--- src/xtpg_pkg.sv ---
// Package: register map, field positions, reset values and pattern constants
package xtpg_pkg;

	// ----------------------------------------------------------------
	// Register byte offsets
	// ----------------------------------------------------------------
	localparam logic [7:0] A_CTRL = 8'h00;
	localparam logic [7:0] A_XS2 = 8'h04;
	localparam logic [7:0] A_BYP = 8'h08;
	localparam logic [7:0] A_LANE0 = 8'h0c;
	localparam logic [7:0] A_LANE_STEP = 8'h04;
	localparam logic [7:0] A_FCFG = 8'h1c;
	localparam logic [7:0] A_FCHK = 8'h20;
	localparam logic [7:0] A_FSTAT = 8'h24;
	localparam logic [7:0] A_FLO = 8'h28;
	localparam logic [7:0] A_FHI = 8'h2c;
	localparam logic [7:0] A_ISTAT = 8'h30;
	localparam logic [7:0] A_IMASK = 8'h34;
	localparam logic [7:0] A_SRST = 8'h38;

	// ----------------------------------------------------------------
	// Field positions
	// ----------------------------------------------------------------
	localparam int SEL_LSB = 0;
	localparam int RUN_BIT = 2;
	localparam int LF_BIT = 10;
	localparam int BYP_BIT = 0;
	localparam int CJ_CHK_BIT = 0;
	localparam int CR_BIT = 1;
	localparam int LOCK_BIT = 15;
	localparam int SRST_BIT = 0;
	localparam int IRQ_LOCK = 0;
	localparam int IRQ_LANE = 1;
	localparam int IRQ_FRAME = 2;
	localparam int IRQ_LF = 3;
	localparam int HALF_W = 16;

	// ----------------------------------------------------------------
	// Reset values
	// ----------------------------------------------------------------
	localparam logic [2:0] CTRL_RST = 3'h0;
	localparam logic [1:0] FCFG_RST = 2'h0;
	localparam logic [1:0] FCHK_RST = 2'h0;
	localparam logic [3:0] IRQ_RST = 4'h0;
	localparam logic LF_RST = 1'b1;

	// ----------------------------------------------------------------
	// Pattern selections and words
	// ----------------------------------------------------------------
	localparam logic [1:0] SEL_HIGH = 2'h0;
	localparam logic [1:0] SEL_LOW = 2'h1;
	localparam logic [1:0] SEL_MIX = 2'h2;
	localparam logic [9:0] W_HIGH = 10'h2aa;
	localparam logic [9:0] W_LOW = 10'h3e0;
	localparam logic [9:0] W_MIX_A = 10'h3eb;
	localparam logic [9:0] W_MIX_B = 10'h014;
	localparam logic [39:0] W_SFD = 40'hfb555555d5;
	localparam logic [39:0] W_IDLE = 40'h0707070707;
	localparam logic [15:0] LFSR_SEED = 16'hace1;
	localparam logic [7:0] PAY_WORDS = 8'h40;
	localparam logic [7:0] GAP_WORDS = 8'h0c;
	localparam int FCNT_W = 32;

	typedef enum logic [1:0]
	{
		XTPG_G_IDLE = 2'b00,
		XTPG_G_SFD = 2'b01,
		XTPG_G_PAY = 2'b11,
		XTPG_G_GAP = 2'b10
	} xtpg_gen_t;

	typedef enum logic
	{
		XTPG_C_HUNT = 1'b0,
		XTPG_C_CMP = 1'b1
	} xtpg_chk_t;

	// Random sequence step, shared by sender and checker
	function automatic logic [15:0] xtpg_lfsr(input logic [15:0] s);
		return {s[14:0], s[15] ^ s[13] ^ s[12] ^ s[10]};
	endfunction

	// Spread one sequence value over the four lanes
	function automatic logic [39:0] xtpg_payload(input logic [15:0] s);
		return {s, s, s[7:0]};
	endfunction

endpackage

--- src/xtpg_sat_cnt.sv ---
// Saturating event counter with clear on read
module xtpg_sat_cnt
#(
	parameter int W = 16
)
(
	input wire logic sys_clk,
	input wire logic rst_n,
	input wire logic clr,
	input wire logic rd_clr,
	input wire logic inc,
	output logic [W-1:0] cnt
);

	logic [W-1:0] cnt_r;
	logic [W-1:0] cnt_nxt;

	// ----------------------------------------------------------------
	// Count
	// ----------------------------------------------------------------
	// An event in the reading cycle restarts the count at one, so it is not lost
	always_comb
	begin
		cnt_nxt = cnt_r;
		if (clr)
			cnt_nxt = '0;
		else if (rd_clr)
			cnt_nxt = inc ? W'(1) : '0;
		else if (inc && !(&cnt_r))
			cnt_nxt = cnt_r + W'(1);
	end

	always_ff @(posedge sys_clk)
	begin
		if (!rst_n)
			cnt_r <= '0;
		else
			cnt_r <= cnt_nxt;
	end

	assign cnt = cnt_r;

endmodule

--- src/xtpg_top.sv ---
// XAUI jitter test pattern generator and checker with AHB-Lite registers
// ----------------------------------------------------------------
// Functional notes
// - Select field 00 high, 01 low, 10 mixed frequency lane pattern.
// - Run bit starts lane pattern sending and receive checking together.
// - Lane checking continues until software clears the run bit.
// - Each of four lanes counts its own pattern mismatches.
// - Reading a lane counter clears it and leaves the test running.
// - Local fault is latched, clears on read; read twice before testing.
// - Align bypass bit skips receive lane deskew for lane pattern tests.
// - Random frame enable sends the random pattern as packets.
// - Random check enable turns on the receive frame checker.
// - Frame checker sets lock on finding the start word and compares only after it.
// - Frame count spans two registers, clears on read; read before start.
// - Only the first frame count read after a test is valid.
// - Jitter frame check bit enables the same frame checker.
// ----------------------------------------------------------------
//
// The address map and the AHB-Lite interface to the registers were chosen for this implementation.
module xtpg_top
#(
	parameter int LCNT_W = 16
)
(
	input wire logic sys_clk,
	input wire logic rst_n,
	input wire logic hsel,
	input wire logic [31:0] haddr,
	input wire logic [1:0] htrans,
	input wire logic hwrite,
	input wire logic [2:0] hsize,
	input wire logic [31:0] hwdata,
	input wire logic hready,
	output logic hreadyout,
	output logic hresp,
	output logic [31:0] hrdata,
	output logic [39:0] serial_lane_transmit,
	input wire logic [39:0] serial_lane_receive,
	input wire logic rx_local_fault,
	output logic lane_deskew_bypass,
	output logic irq
);

	// ----------------------------------------------------------------
	// Declarations
	// ----------------------------------------------------------------
	logic acc, rd_acc, wr, srst;
	logic ap_v_r, ap_v_nxt, ap_wr_r, ap_wr_nxt;
	logic [7:0] ap_addr_r, ap_addr_nxt;
	logic [31:0] rd, hrdata_r, hrdata_nxt;
	logic [3:0] rd_lane, lane_err, w1c;
	logic rd_lf, rd_flo, lane_ok, fchk_on, frame_err, lock_set;
	logic [2:0] ctrl_r, ctrl_nxt;
	logic byp_r, byp_nxt, lf_r, lf_nxt, irq_r, irq_nxt;
	logic [1:0] fcfg_r, fcfg_nxt, fchk_r, fchk_nxt;
	logic [3:0] stat_r, stat_nxt, mask_r, mask_nxt;
	logic [15:0] fhi_r, fhi_nxt;
	xtpg_pkg::xtpg_gen_t gen_st_r, gen_st_nxt;
	logic [7:0] gen_cnt_r, gen_cnt_nxt;
	logic [15:0] gen_lfsr_r, gen_lfsr_nxt;
	logic mix_ph_r, mix_ph_nxt;
	logic [39:0] tx_r, tx_nxt;
	xtpg_pkg::xtpg_chk_t chk_st_r, chk_st_nxt;
	logic [7:0] chk_cnt_r, chk_cnt_nxt;
	logic [15:0] chk_lfsr_r, chk_lfsr_nxt;
	logic lock_r, lock_nxt;
	logic [LCNT_W-1:0] lcnt [4];
	logic [xtpg_pkg::FCNT_W-1:0] fcnt;

	// Lane word for a selection; ph picks the half of the mixed pair
	function automatic logic [9:0] pat_word(input logic [1:0] sel, input logic ph);
		unique case (sel)
			xtpg_pkg::SEL_LOW: return xtpg_pkg::W_LOW;
			xtpg_pkg::SEL_MIX: return ph ? xtpg_pkg::W_MIX_B : xtpg_pkg::W_MIX_A;
			default: return xtpg_pkg::W_HIGH;
		endcase
	endfunction

	// Mixed lanes may arrive in either phase, so either half is accepted
	function automatic logic lane_match(input logic [9:0] w, input logic [1:0] sel);
		if (sel == xtpg_pkg::SEL_MIX)
			return (w == pat_word(sel, 1'b0)) || (w == pat_word(sel, 1'b1));
		return w == pat_word(sel, 1'b0);
	endfunction

	// ----------------------------------------------------------------
	// AHB-Lite slave: zero wait, read data and read effects at address phase
	// ----------------------------------------------------------------
	// Reads are decoded in the address phase so hrdata leaves a flop
	always_comb
	begin
		acc = hsel && hready && htrans[1];
		rd_acc = acc && !hwrite;
		ap_v_nxt = acc;
		ap_wr_nxt = hwrite;
		ap_addr_nxt = haddr[7:0];
		rd = '0;
		rd_lane = '0;
		rd_lf = 1'b0;
		rd_flo = 1'b0;
		for (int i = 0; i < 4; i++)
		begin
			if (haddr[7:0] == xtpg_pkg::A_LANE0 + 8'(i) * xtpg_pkg::A_LANE_STEP)
			begin
				rd[LCNT_W-1:0] = lcnt[i];
				rd_lane[i] = rd_acc;
			end
		end
		case (haddr[7:0])
			xtpg_pkg::A_CTRL: rd[2:0] = ctrl_r;
			xtpg_pkg::A_XS2:
			begin
				rd[xtpg_pkg::LF_BIT] = lf_r;
				rd_lf = rd_acc;
			end
			xtpg_pkg::A_BYP: rd[xtpg_pkg::BYP_BIT] = byp_r;
			xtpg_pkg::A_FCFG: rd[1:0] = fcfg_r;
			xtpg_pkg::A_FCHK: rd[1:0] = fchk_r;
			xtpg_pkg::A_FSTAT: rd[xtpg_pkg::LOCK_BIT] = lock_r;
			xtpg_pkg::A_FLO:
			begin
				rd[xtpg_pkg::HALF_W-1:0] = fcnt[xtpg_pkg::HALF_W-1:0];
				rd_flo = rd_acc;
			end
			xtpg_pkg::A_FHI: rd[xtpg_pkg::HALF_W-1:0] = fhi_r;
			xtpg_pkg::A_ISTAT: rd[3:0] = stat_r;
			xtpg_pkg::A_IMASK: rd[3:0] = mask_r;
			default: ;
		endcase
		hrdata_nxt = rd_acc ? rd : '0;
	end

	always_ff @(posedge sys_clk)
	begin
		if (!rst_n)
		begin
			ap_v_r <= 1'b0;
			ap_wr_r <= 1'b0;
			ap_addr_r <= '0;
			hrdata_r <= '0;
		end
		else
		begin
			ap_v_r <= ap_v_nxt;
			ap_wr_r <= ap_wr_nxt;
			ap_addr_r <= ap_addr_nxt;
			hrdata_r <= hrdata_nxt;
		end
	end

	assign hreadyout = 1'b1;
	assign hresp = 1'b0;
	assign hrdata = hrdata_r;

	// ----------------------------------------------------------------
	// Control, status and interrupt registers
	// ----------------------------------------------------------------
	// Writes land in the data phase; hardware sets win over clears
	always_comb
	begin
		wr = ap_v_r && ap_wr_r;
		srst = wr && (ap_addr_r == xtpg_pkg::A_SRST) && hwdata[xtpg_pkg::SRST_BIT];
		ctrl_nxt = ctrl_r;
		byp_nxt = byp_r;
		fcfg_nxt = fcfg_r;
		fchk_nxt = fchk_r;
		mask_nxt = mask_r;
		w1c = '0;
		if (wr)
		begin
			case (ap_addr_r)
				xtpg_pkg::A_CTRL: ctrl_nxt = hwdata[2:0];
				xtpg_pkg::A_BYP: byp_nxt = hwdata[xtpg_pkg::BYP_BIT];
				xtpg_pkg::A_FCFG: fcfg_nxt = hwdata[1:0];
				xtpg_pkg::A_FCHK: fchk_nxt = hwdata[1:0];
				xtpg_pkg::A_IMASK: mask_nxt = hwdata[3:0];
				xtpg_pkg::A_ISTAT: w1c = hwdata[3:0];
				default: ;
			endcase
		end
		lf_nxt = rx_local_fault || (lf_r && !rd_lf);
		stat_nxt = stat_r & ~w1c;
		stat_nxt[xtpg_pkg::IRQ_LOCK] = stat_nxt[xtpg_pkg::IRQ_LOCK] | lock_set;
		stat_nxt[xtpg_pkg::IRQ_LANE] = stat_nxt[xtpg_pkg::IRQ_LANE] | (|lane_err);
		stat_nxt[xtpg_pkg::IRQ_FRAME] = stat_nxt[xtpg_pkg::IRQ_FRAME] | frame_err;
		stat_nxt[xtpg_pkg::IRQ_LF] = stat_nxt[xtpg_pkg::IRQ_LF] | rx_local_fault;
		fhi_nxt = rd_flo ? fcnt[xtpg_pkg::FCNT_W-1:xtpg_pkg::HALF_W] : fhi_r;
		irq_nxt = |(stat_r & mask_r);
		// Soft reset returns all but the bus pipeline and irq to reset state; irq clears a cycle later
		if (srst)
		begin
			ctrl_nxt = xtpg_pkg::CTRL_RST;
			byp_nxt = 1'b0;
			fcfg_nxt = xtpg_pkg::FCFG_RST;
			fchk_nxt = xtpg_pkg::FCHK_RST;
			mask_nxt = xtpg_pkg::IRQ_RST;
			stat_nxt = xtpg_pkg::IRQ_RST;
			lf_nxt = xtpg_pkg::LF_RST;
			fhi_nxt = '0;
		end
	end

	always_ff @(posedge sys_clk)
	begin
		if (!rst_n)
		begin
			ctrl_r <= xtpg_pkg::CTRL_RST;
			byp_r <= 1'b0;
			fcfg_r <= xtpg_pkg::FCFG_RST;
			fchk_r <= xtpg_pkg::FCHK_RST;
			mask_r <= xtpg_pkg::IRQ_RST;
			stat_r <= xtpg_pkg::IRQ_RST;
			lf_r <= xtpg_pkg::LF_RST;
			fhi_r <= '0;
			irq_r <= 1'b0;
		end
		else
		begin
			ctrl_r <= ctrl_nxt;
			byp_r <= byp_nxt;
			fcfg_r <= fcfg_nxt;
			fchk_r <= fchk_nxt;
			mask_r <= mask_nxt;
			stat_r <= stat_nxt;
			lf_r <= lf_nxt;
			fhi_r <= fhi_nxt;
			irq_r <= irq_nxt;
		end
	end

	assign irq = irq_r;
	assign lane_deskew_bypass = byp_r;

	// ----------------------------------------------------------------
	// Transmit pattern generator
	// ----------------------------------------------------------------
	// Lane patterns take priority; select 11 names no pattern, so idle or frames are sent
	always_comb
	begin
		lane_ok = ctrl_r[xtpg_pkg::RUN_BIT] && (ctrl_r[1:0] != 2'h3);
		gen_st_nxt = gen_st_r;
		gen_cnt_nxt = gen_cnt_r;
		gen_lfsr_nxt = gen_lfsr_r;
		mix_ph_nxt = 1'b0;
		tx_nxt = xtpg_pkg::W_IDLE;
		if (lane_ok)
		begin
			tx_nxt = {4{pat_word(ctrl_r[1:0], mix_ph_r)}};
			mix_ph_nxt = !mix_ph_r;
			gen_st_nxt = xtpg_pkg::XTPG_G_IDLE;
		end
		else if (!fcfg_r[xtpg_pkg::CR_BIT])
			gen_st_nxt = xtpg_pkg::XTPG_G_IDLE;
		else
		begin
			unique case (gen_st_r)
				xtpg_pkg::XTPG_G_IDLE: gen_st_nxt = xtpg_pkg::XTPG_G_SFD;
				xtpg_pkg::XTPG_G_SFD:
				begin
					tx_nxt = xtpg_pkg::W_SFD;
					gen_st_nxt = xtpg_pkg::XTPG_G_PAY;
					gen_cnt_nxt = '0;
					gen_lfsr_nxt = xtpg_pkg::LFSR_SEED;
				end
				xtpg_pkg::XTPG_G_PAY:
				begin
					tx_nxt = xtpg_pkg::xtpg_payload(gen_lfsr_r);
					gen_lfsr_nxt = xtpg_pkg::xtpg_lfsr(gen_lfsr_r);
					gen_cnt_nxt = gen_cnt_r + 8'h01;
					if (gen_cnt_r == xtpg_pkg::PAY_WORDS - 8'h01)
					begin
						gen_st_nxt = xtpg_pkg::XTPG_G_GAP;
						gen_cnt_nxt = '0;
					end
				end
				xtpg_pkg::XTPG_G_GAP:
				begin
					gen_cnt_nxt = gen_cnt_r + 8'h01;
					if (gen_cnt_r == xtpg_pkg::GAP_WORDS - 8'h01)
						gen_st_nxt = xtpg_pkg::XTPG_G_SFD;
				end
			endcase
		end
	end

	always_ff @(posedge sys_clk)
	begin
		if (!rst_n || srst)
		begin
			gen_st_r <= xtpg_pkg::XTPG_G_IDLE;
			gen_cnt_r <= '0;
			gen_lfsr_r <= xtpg_pkg::LFSR_SEED;
			mix_ph_r <= 1'b0;
			tx_r <= xtpg_pkg::W_IDLE;
		end
		else
		begin
			gen_st_r <= gen_st_nxt;
			gen_cnt_r <= gen_cnt_nxt;
			gen_lfsr_r <= gen_lfsr_nxt;
			mix_ph_r <= mix_ph_nxt;
			tx_r <= tx_nxt;
		end
	end

	assign serial_lane_transmit = tx_r;

	// ----------------------------------------------------------------
	// Receive checkers
	// ----------------------------------------------------------------
	// Frame checker hunts for the start word, so link latency needs no tuning
	always_comb
	begin
		lane_err = '0;
		for (int i = 0; i < 4; i++)
		begin
			if (lane_ok && !lane_match(serial_lane_receive[10*i +: 10], ctrl_r[1:0]))
				lane_err[i] = 1'b1;
		end
		fchk_on = fchk_r[xtpg_pkg::CR_BIT] || fchk_r[xtpg_pkg::CJ_CHK_BIT];
		chk_st_nxt = chk_st_r;
		chk_cnt_nxt = chk_cnt_r;
		chk_lfsr_nxt = chk_lfsr_r;
		frame_err = 1'b0;
		unique case (chk_st_r)
			xtpg_pkg::XTPG_C_HUNT:
			begin
				if (fchk_on && serial_lane_receive == xtpg_pkg::W_SFD)
				begin
					chk_st_nxt = xtpg_pkg::XTPG_C_CMP;
					chk_cnt_nxt = '0;
					chk_lfsr_nxt = xtpg_pkg::LFSR_SEED;
				end
			end
			xtpg_pkg::XTPG_C_CMP:
			begin
				frame_err = serial_lane_receive != xtpg_pkg::xtpg_payload(chk_lfsr_r);
				chk_lfsr_nxt = xtpg_pkg::xtpg_lfsr(chk_lfsr_r);
				chk_cnt_nxt = chk_cnt_r + 8'h01;
				if (chk_cnt_r == xtpg_pkg::PAY_WORDS - 8'h01)
					chk_st_nxt = xtpg_pkg::XTPG_C_HUNT;
			end
		endcase
		if (!fchk_on)
			chk_st_nxt = xtpg_pkg::XTPG_C_HUNT;
		lock_nxt = fchk_on && (lock_r || chk_st_nxt == xtpg_pkg::XTPG_C_CMP);
		lock_set = lock_nxt && !lock_r;
	end

	always_ff @(posedge sys_clk)
	begin
		if (!rst_n || srst)
		begin
			chk_st_r <= xtpg_pkg::XTPG_C_HUNT;
			chk_cnt_r <= '0;
			chk_lfsr_r <= xtpg_pkg::LFSR_SEED;
			lock_r <= 1'b0;
		end
		else
		begin
			chk_st_r <= chk_st_nxt;
			chk_cnt_r <= chk_cnt_nxt;
			chk_lfsr_r <= chk_lfsr_nxt;
			lock_r <= lock_nxt;
		end
	end

	// ----------------------------------------------------------------
	// Error counters
	// ----------------------------------------------------------------
	for (genvar g = 0; g < 4; g++)
	begin : g_lane
		xtpg_sat_cnt #(.W(LCNT_W)) u_lane_cnt
		(
			.sys_clk(sys_clk),
			.rst_n(rst_n),
			.clr(srst),
			.rd_clr(rd_lane[g]),
			.inc(lane_err[g]),
			.cnt(lcnt[g])
		);
	end

	// Whole count clears on the low read; the high half is held until the next low read
	xtpg_sat_cnt #(.W(xtpg_pkg::FCNT_W)) u_frame_cnt
	(
		.sys_clk(sys_clk),
		.rst_n(rst_n),
		.clr(srst),
		.rd_clr(rd_flo),
		.inc(frame_err),
		.cnt(fcnt)
	);

endmodule

--- config.mk ---
export PLATFORM = sky130hd
export DESIGN_NAME = xtpg_top
export DESIGN_NICKNAME = d
export VERILOG_FILES = /design/src/xtpg_pkg.sv /design/src/xtpg_sat_cnt.sv /design/src/xtpg_top.sv
export SDC_FILE = /design/constraint.sdc
export NUM_CORES = 1
export LEC_CHECK = 0
export BUFFER_PORTS_ARGS = -buffer_cell sky130_fd_sc_hd__buf_2
export CORE_MARGIN = 2
export CORE_UTILIZATION = 52
export DETAILED_ROUTE_END_ITERATION = 12
export GPL_ROUTABILITY_DRIVEN = 1
export HOLD_SLACK_MARGIN = 0.1
export PLACE_DENSITY = 0.77
export SLEW_MARGIN = 20
export SYNTH_ARGS = -nofsm -noshare
export SYNTH_HDL_FRONTEND = slang
export SYNTH_SLANG_ARGS = --single-unit
--- constraint.sdc ---
create_clock -name sys_clk -period 2.57 [get_ports sys_clk]
set_clock_uncertainty 0.1 [all_clocks]
set_input_delay 0.257 -clock sys_clk [delete_from_list [all_inputs] [get_ports sys_clk]]
set_output_delay 0.257 -clock sys_clk [all_outputs]
set_load 0.03 [all_outputs]
==> summary.md, run 1 <==
| Metric | Value |
|---|---|
| Setup-violating endpoint count in the final report | 0 |
| Multi-input logic area | 0.00689 sq mm |
| WP data arrival | 2840 ps |
| Fmax | 403 MHz |
| Clock network power share | 0.484 |
| Die height | 158 um |
| DP Area | 0.0134 sq mm |
| Register bit total from synthesis | 245 |
| Gpl congestion | 0.971 |
| Design area | 0.0146 sq mm |
| Cells after Synth | 1486 |
| DRC | 0 |
| Cell Rows | 56 |
| Fin crit period | 2480 ps |
| Static Leak | 0.00523 uW |
| First-pass GRT wire length | 57900 um |
| Prevailing post-synth register cell | dfxtp_1 |
| P_int | between 6000 and 7000 uW |
| Clock Latency Late Sink | 530 ps |
| Synth top area share | 0.400 |
| Asr flop ratio synth | 0 |
| Total die area | 0.0248 sq mm |
| Crit-path max cell delay | 480 ps |
| Hold Crit Class | input pin to register |
| Initial Util | 0.526 |
| Critical Path, Cell by Cell | inv_1 > ha_4 > or3b_1 > a211o_1 > o32ai_2 > or3_4 > buf_12 > or4_4 > a21oi_2 |
| Area grow syn2layout | 18.8% |
| Sequential share of the synthesized area | 0.400 |
| Final worst slack | 87.1 ps |
| Syn_area_per_cell | 8.26 sq um |
| DRT iter0 DRCs | 1237 |
| Core Region | 0.0233 sq mm |
| Synth top cells by count | dfxtp_1 (245), nand2_1 (173), a21oi_1 (133) |
| Inserted Diodes | 0 |
| Clock sinks | 245 |
| CTS tree | done |
| Vias in the first global route | 11100 |
| Setup crit end kind | register |
| Num ports | about 190 |
| Place WS | -4.89 ps |
| Most frequent cell after synthesis | dfxtp_1 |
| Clk pin slew, worst setup/hold paths | 60 ps |
| Combinational share of power | 0.046 |
| Fill cells | slightly above 2000 |
| Max-slew violations | 0 |
| Synth Warn # | 0 |
| Max-cap violation count | 0 |
| Status | completed |
| Critical path startpoint category | register |
| NetSw | 1840 uW |
| Via density per instance | around 6.2 |
| Biggest area consumer among synthesized cells | dfxtp_1 |
| Max_slew headroom | 0.453 |
| Crit path required time | 2920 ps |
| Sequential share of power | 0.470 |
| Post-synth cell types | 85 |
| Worst VDD drop | 0.414 mV |
| TritonRoute pass-1 iters | 8 |
| Routed len/inst | 18.6 um |
| Worst-path fanout max | 25 |
| Final critical-path share of the clock period | 0.966 |
| Register area | 0.00491 sq mm |
| Slowest stage cell, crit path | or4_4 |
| DRT antenna net count | 0 |
| Number of enable flip-flop cells after synthesis | 0 |
| Vias post-DR | 12200 |
| Routed WL | 36800 um |
| Final hold viol count | 0 |
| Port Buf Inserts | roughly 120 |
| Mapped Area | 0.0123 sq mm |
| DP HPWL | approximately 27000 um |
| Switch share | 0.227 |
| Layout cells sized above 1 | 0.169 |
| Horiz. Die Dim | 158 um |
| Area contributors post-synth | dfxtp_1 (40%), a21oi_1 (5.4%), nand2_1 (5.3%), nand3_1 (3.5%), mux2i_1 (2.7%) |
| Pin count of the biggest net entering global routing | 72 |
| CP Class | register to register |
| H-tree levels | 1 |
| CTS max path bufs | 3 |
| Final net count | 1764 |
| CTS root buf | clkbuf_16 |
| Aggregate global routing overflow | 0 |
| Power Density | roughly 560 mW/mm^2 |
| Number of buffers created by CTS | 27 |
| Aggregate global-route resource usage | 0.291 |
| Initial antenna violation count | 0 |
| Worst-Margin Slew | 817 ps |
==> final timing paths <==
kind,startpoint,end,slack [ps],cells past startpoint
worst max-delay path,ctrl_r[0],g_lane[1].u_lane_cnt.cnt[7],90,9
worst min-delay path,rst_n,ap_wr_r,150,3
worst max register to register,ctrl_r[0],g_lane[1].u_lane_cnt.cnt[7],90,9
worst min register to register,mix_ph_r,mix_ph_r,350,1
==> cell usage in the layout (no fill, tap or decap), drive strengths merged, types with 12 or more instances in the layout <==
master / n
nor2: 86
and3: 24
nand4: 46
nor3: 30
inv: 33
a21oi: 134
mux2i: 33
a31oi: 12
a22oi: 23
buf: 191
and4: 12
dfxtp: 245
nor3b: 17
xnor2: 12
nand3: 86
dlygate4sd3: 16
or3: 32
nor4b: 13
a222oi: 18
nor4: 20
conb: 18
o211ai: 15
nand2b: 35
xor2: 20
o31ai: 28
nand2: 173
or4: 32
and2: 30
clkbuf: 34
o21ai: 67
==> kinds of logic after synthesis <==
family	count (synthesis)	share of synthesized area
adder cells (fa/ha/maj)	10	0.0102
AO/OA/AOI/OAI	364	0.192
buffers and inverters	131	0.0514
flip-flops	245	0.400
multiplexers	34	0.0278
AND/OR/NAND/NOR	668	0.295
XOR/XNOR	32	0.0228
other	2	0.000612
==> power by group through the flow <==
stage / clock, uW / combinational (uW) / sequential, uW
3_5_place_dp: 0 / 339 / 3900
4_1_cts: 3960 / 361 / 3810
3_3_place_gp: 0 / 335 / 3900
6_report: 3930 / 373 / 3820
2_1_floorplan: 0 / 203 / 3900
5_1_grt: 4110 / 398 / 3810
==> final cells by class <==
| type | instances | area share |
|---|---|---|
| inverters | 32 | 0.00824 |
| flip-flops and latches | 245 | 0.337 |
| clock buffers | 34 | 0.0509 |
| well taps | 319 | 0.0274 |
| repair buffers | 207 | 0.0937 |
| clock inverters | 14 | 0.0107 |
| multi-input cells | 1126 | 0.472 |
==> per-layer routing <==
layer | up-vias | part of all wire | track usage
met5 | - | 0 | 0
met4 | 0 | 0.031 | 0.104
met3 | 75 | 0.079 | 0.0537
met2 | 501 | 0.46 | 0.469
met1 | 5813 | 0.43 | 0.391
li1 | 5806 | - | -
==> sequential cells by signal (all words and copies together) (netlist names), 2 cells and up <==
| signal | flops |
|---|---|
| serial_lane_transmit | 36 |
| hrdata | 16 |
| mask_r | 4 |
| chk_lfsr_r | 16 |
| stat_r | 4 |
| chk_cnt_r | 8 |
| gen_lfsr_r | 16 |
| ap_addr_r | 8 |
| ctrl_r | 3 |
| u_frame_cnt.cnt | 32 |
| fchk_r | 2 |
| g_lane.u_lane_cnt.cnt | 64 |
| fhi_r | 16 |
| gen_cnt_r | 8 |
| fcfg_r | 2 |
| gen_st_r | 2 |
==> worst max-delay path: cells and delay by family, from the launching register on <==
kind / cells / cell delay [ps]
DFF: 1 / 330
adders and majority gates: 1 / 260
AOI/OAI and AO/OA: 3 / 470
buffers and inverters: 2 / 220
and+or+nand+nor: 3 / 1030
==> metrics by stage <==
stage	power, uW	hold slack, ps	util	setup TNS, ps	cells
2_1_floorplan	4100	254	-	0	1502
3_3_place_gp	4230	341	0.576	0	1912
3_5_place_dp	4240	344	0.576	-4.89	1912
4_1_cts	8140	122	0.622	0	1976
5_1_grt	8320	145	0.625	-0.236	1977
6_report	8120	146	0.625	0	1977
==> timing repair <==
action,in CTS,in global routing
pin swaps,0,7
gates resized for setup,2,15
endpoints found under the setup margin,2,22
buffers inserted,0,1
hold endpoints to repair,25,0
gates cloned,0,0
hold buffers,16,0
Note: power is estimated with default switching activity, not from simulation.
==> run 2: changes to the inputs <==
Settings changed: CELL_PAD_IN_SITES_DETAIL_PLACEMENT from default to 0, CELL_PAD_IN_SITES_GLOBAL_PLACEMENT from default to 1, CORE_UTILIZATION 52 to 38, PLACE_DENSITY 0.77 to 0.73.
==> run 2 against run 1 <==
  * Die area up 36%
  * Clock power up 11%
  * Global-route usage down 6.4 points
  * Critical path type unchanged
  * Largest cell class unchanged
  * Highest routed layer unchanged
==> summary.md, run 2 (synthesis gave the netlist of run 1 again) <==
| Metric | Value |
|---|---|
| Status | completed |
| Final worst slack | 99.1 ps (+12.0 ps) |
| Fill cells | 3144 (+56%) |
| Buf+Inv Stages, Crit Path | 3 (+1) |
| TritonRoute pass-1 iters | 6 (-2) |
| Aggregate global routing overflow | 0 (unchanged) |
| Critical Path Most Common Cell | buf_4 |
| Power Density | 573 mW/mm^2 (+2.9%) |
| Static Leak | 0.00536 uW (+2.4%) |
| Port Buf Inserts | 116 (unchanged) |
| Slowest stage cell, crit path | or4_1 |
| Final hold viol count | 0 (unchanged) |
| CTS max path bufs | 3 (unchanged) |
| Aggregate global-route resource usage | 0.226 (-0.0641) |
| Initial antenna violation count | 0 (unchanged) |
| Final core occ | 0.472 (-0.153) |
| Crit path required time | 2950 ps (+30 ps) |
| Via density per instance | 5.77 (-6.5%) |
| Clock Latency Late Sink | 550 ps (+20 ps) |
| Routed WL | 38800 um (+5.4%) |
| CP Class | register to register |
| Dpl cells | 2011 (+5.2%) |
| P_int | 6640 uW (+5.9%) |
| NetSw | 1920 uW (+4.0%) |
| CTS tree | done |
| Setup-violating endpoint count in the final report | 0 (unchanged) |
| Gpl congestion | 0.904 (-6.9%) |
| DRT iter0 DRCs | 948 (-23%) |
| Worst-path fanout max | 25 (unchanged) |
| Vias post-DR | 12000 (-1.7%) |
| Num ports | 191 (unchanged) |
| Total power | 8560 uW (+5.5%) |
| Area grow syn2layout | 21.8% |
| Final net count | 1783 (+1.1%) |
| DP Area | 0.0137 sq mm (+1.6%) |
| Switch share | 0.224 (-0.00304) |
| Multi-input logic area | 0.00688 sq mm (about the same) |
| Initial Util | 0.388 (-0.138) |
| Clock sinks | 245 (unchanged) |
| DRC | 0 (unchanged) |
| DP HPWL | 28300 um (+5.5%) |
| Number of flip-flops in the largest register | 64 (unchanged) |
| First-pass GRT wire length | 61100 um (+5.4%) |
| Most common cell after layout, fill and taps aside | dfxtp_1 |
| Setup crit end kind | register |
| Worst-Margin Slew | 657 ps (-160 ps) |
| H-tree levels | 1 (unchanged) |
| Fmax | 405 MHz (+0.49%) |
| DRT antenna net count | 0 (unchanged) |
| Total die area | 0.0337 sq mm (+36%) |
| Layout cells sized above 1 | 0.176 (+0.00632) |
| Core Region | 0.0316 sq mm (+36%) |
| Max_slew headroom | 0.559 (+0.106) |
| Inserted Diodes | 0 (unchanged) |
| Clk pin slew, worst setup/hold paths | 60 ps (about the same) |
| Crit-path max cell delay | 460 ps (-20 ps) |
| Register area | 0.00491 sq mm (about the same) |
| Place WS | 29.9 ps (+34.8 ps) |
| Horiz. Die Dim | 184 um (+17%) |
| Fin crit period | 2470 ps (-12.0 ps) |
| WP data arrival | 2850 ps (about the same) |
| Routed len/inst | 18.6 um (+0.20%) |
| Non-filler instance count after layout | 2080 (+5.2%) |
| Clock network power share | 0.511 (+0.027) |
| Combinational share of power | 0.043 (-0.003) |
| Final critical-path share of the clock period | 0.961 (-0.00467) |
| Pin count of the biggest net entering global routing | 71 (-1.4%) |
| Worst VDD drop | 0.468 mV (+13%) |
| Cell Rows | 65 (+16%) |
| Number of buffers created by CTS | 29 (+7.4%) |
| Max-slew violations | 0 (unchanged) |
| Vias in the first global route | 11100 (+0.17%) |
| CP delay by family, top | simple AND/OR/NAND/NOR gates |
| Sequential share of power | 0.446 (-0.024) |
| Die height | 184 um (+17%) |
| Max-cap violation count | 0 (unchanged) |
| Design area | 0.0149 sq mm (+2.5%) |
| Most frequent cells in the layout | dfxtp_1 (244), nand2_1 (173), a21oi_1 (132) |
| CTS root buf | clkbuf_16 |
| Hold Crit Class | input pin to register |
| Critical Path, Cell by Cell | buf_4 > ha_1 > nand2b_1 > buf_4 > or3_1 > buf_12 > or4_1 > a21oi_1 |
| Critical path startpoint category | register |
## run 2: cell count changes in the layout (fill, tap and decap cells not counted), sizes merged
cell         previous run  this run
buf                   191       206
clkinv                 10         4
clkinvlp                0         3
bufinv                  3         5
clkbuf                 34        36
dlygate4sd3            16        18
inv                    33        35
## run 2: final cells by class
cell class / instances / area share
multi-input combinational: 1126 / 0.461
sequential: 245 / 0.329
timing repair buffer: 224 / 0.100
clock buffer: 36 / 0.0537
tap: 402 / 0.0337
clock inverter: 15 / 0.0149
inverter: 32 / 0.00804
## run 2: power by group through the flow
stage	Clock, uW	Sequential [uW]	Combinational, uW
after detailed placement	0	3900	340
after CTS	4470	3810	362
final	4380	3810	368
after global placement	0	3900	337
after floorplan	0	3900	203
after global routing	4620	3810	400
## run 2: metrics by stage
step / TNS (ps) / hold WS (ps)
floorplan: 0 / 254
global placement: 0 / 341
detailed placement: 0 / 343
CTS: 0 / 138
global route: -6.21 / 226
finish: 0 / 169
## run 2: layer usage
| metal | GRT usage | vias up | part of all wire |
|---|---|---|---|
| met4 | 0.0691 | 0 | 0.029 |
| met1 | 0.311 | 5748 | 0.46 |
| met2 | 0.374 | 330 | 0.47 |
| met5 | 0 | - | 0 |
| li1 | - | 5843 | - |
| met3 | 0.0246 | 71 | 0.049 |
## run 2: repair_timing
item | 4_1_cts | 5_1_grt
buffers inserted | 0 | 0
hold buffers | 18 | 0
gates resized for setup | 0 | 17
endpoints found under the hold margin | 30 | 0
setup endpoints to repair | 0 | 39
## run 2: final timing paths
path | startpoint | to | slack (ps) | depth (start not counted)
setup reg to reg | ctrl_r[0] | g_lane[1].u_lane_cnt.cnt[7] | 100 | 8
setup / recovery | ctrl_r[0] | g_lane[1].u_lane_cnt.cnt[7] | 100 | 8
hold / removal | serial_lane_receive[32] | stat_r[1] | 170 | 4
hold reg to reg | mix_ph_r | mix_ph_r | 350 | 1
## run 2: tightest hold or removal path, stage by stage
cell and delay (ps):
buf_2 160, o31a_1 170, nor2_1 50, a31oi_1 130
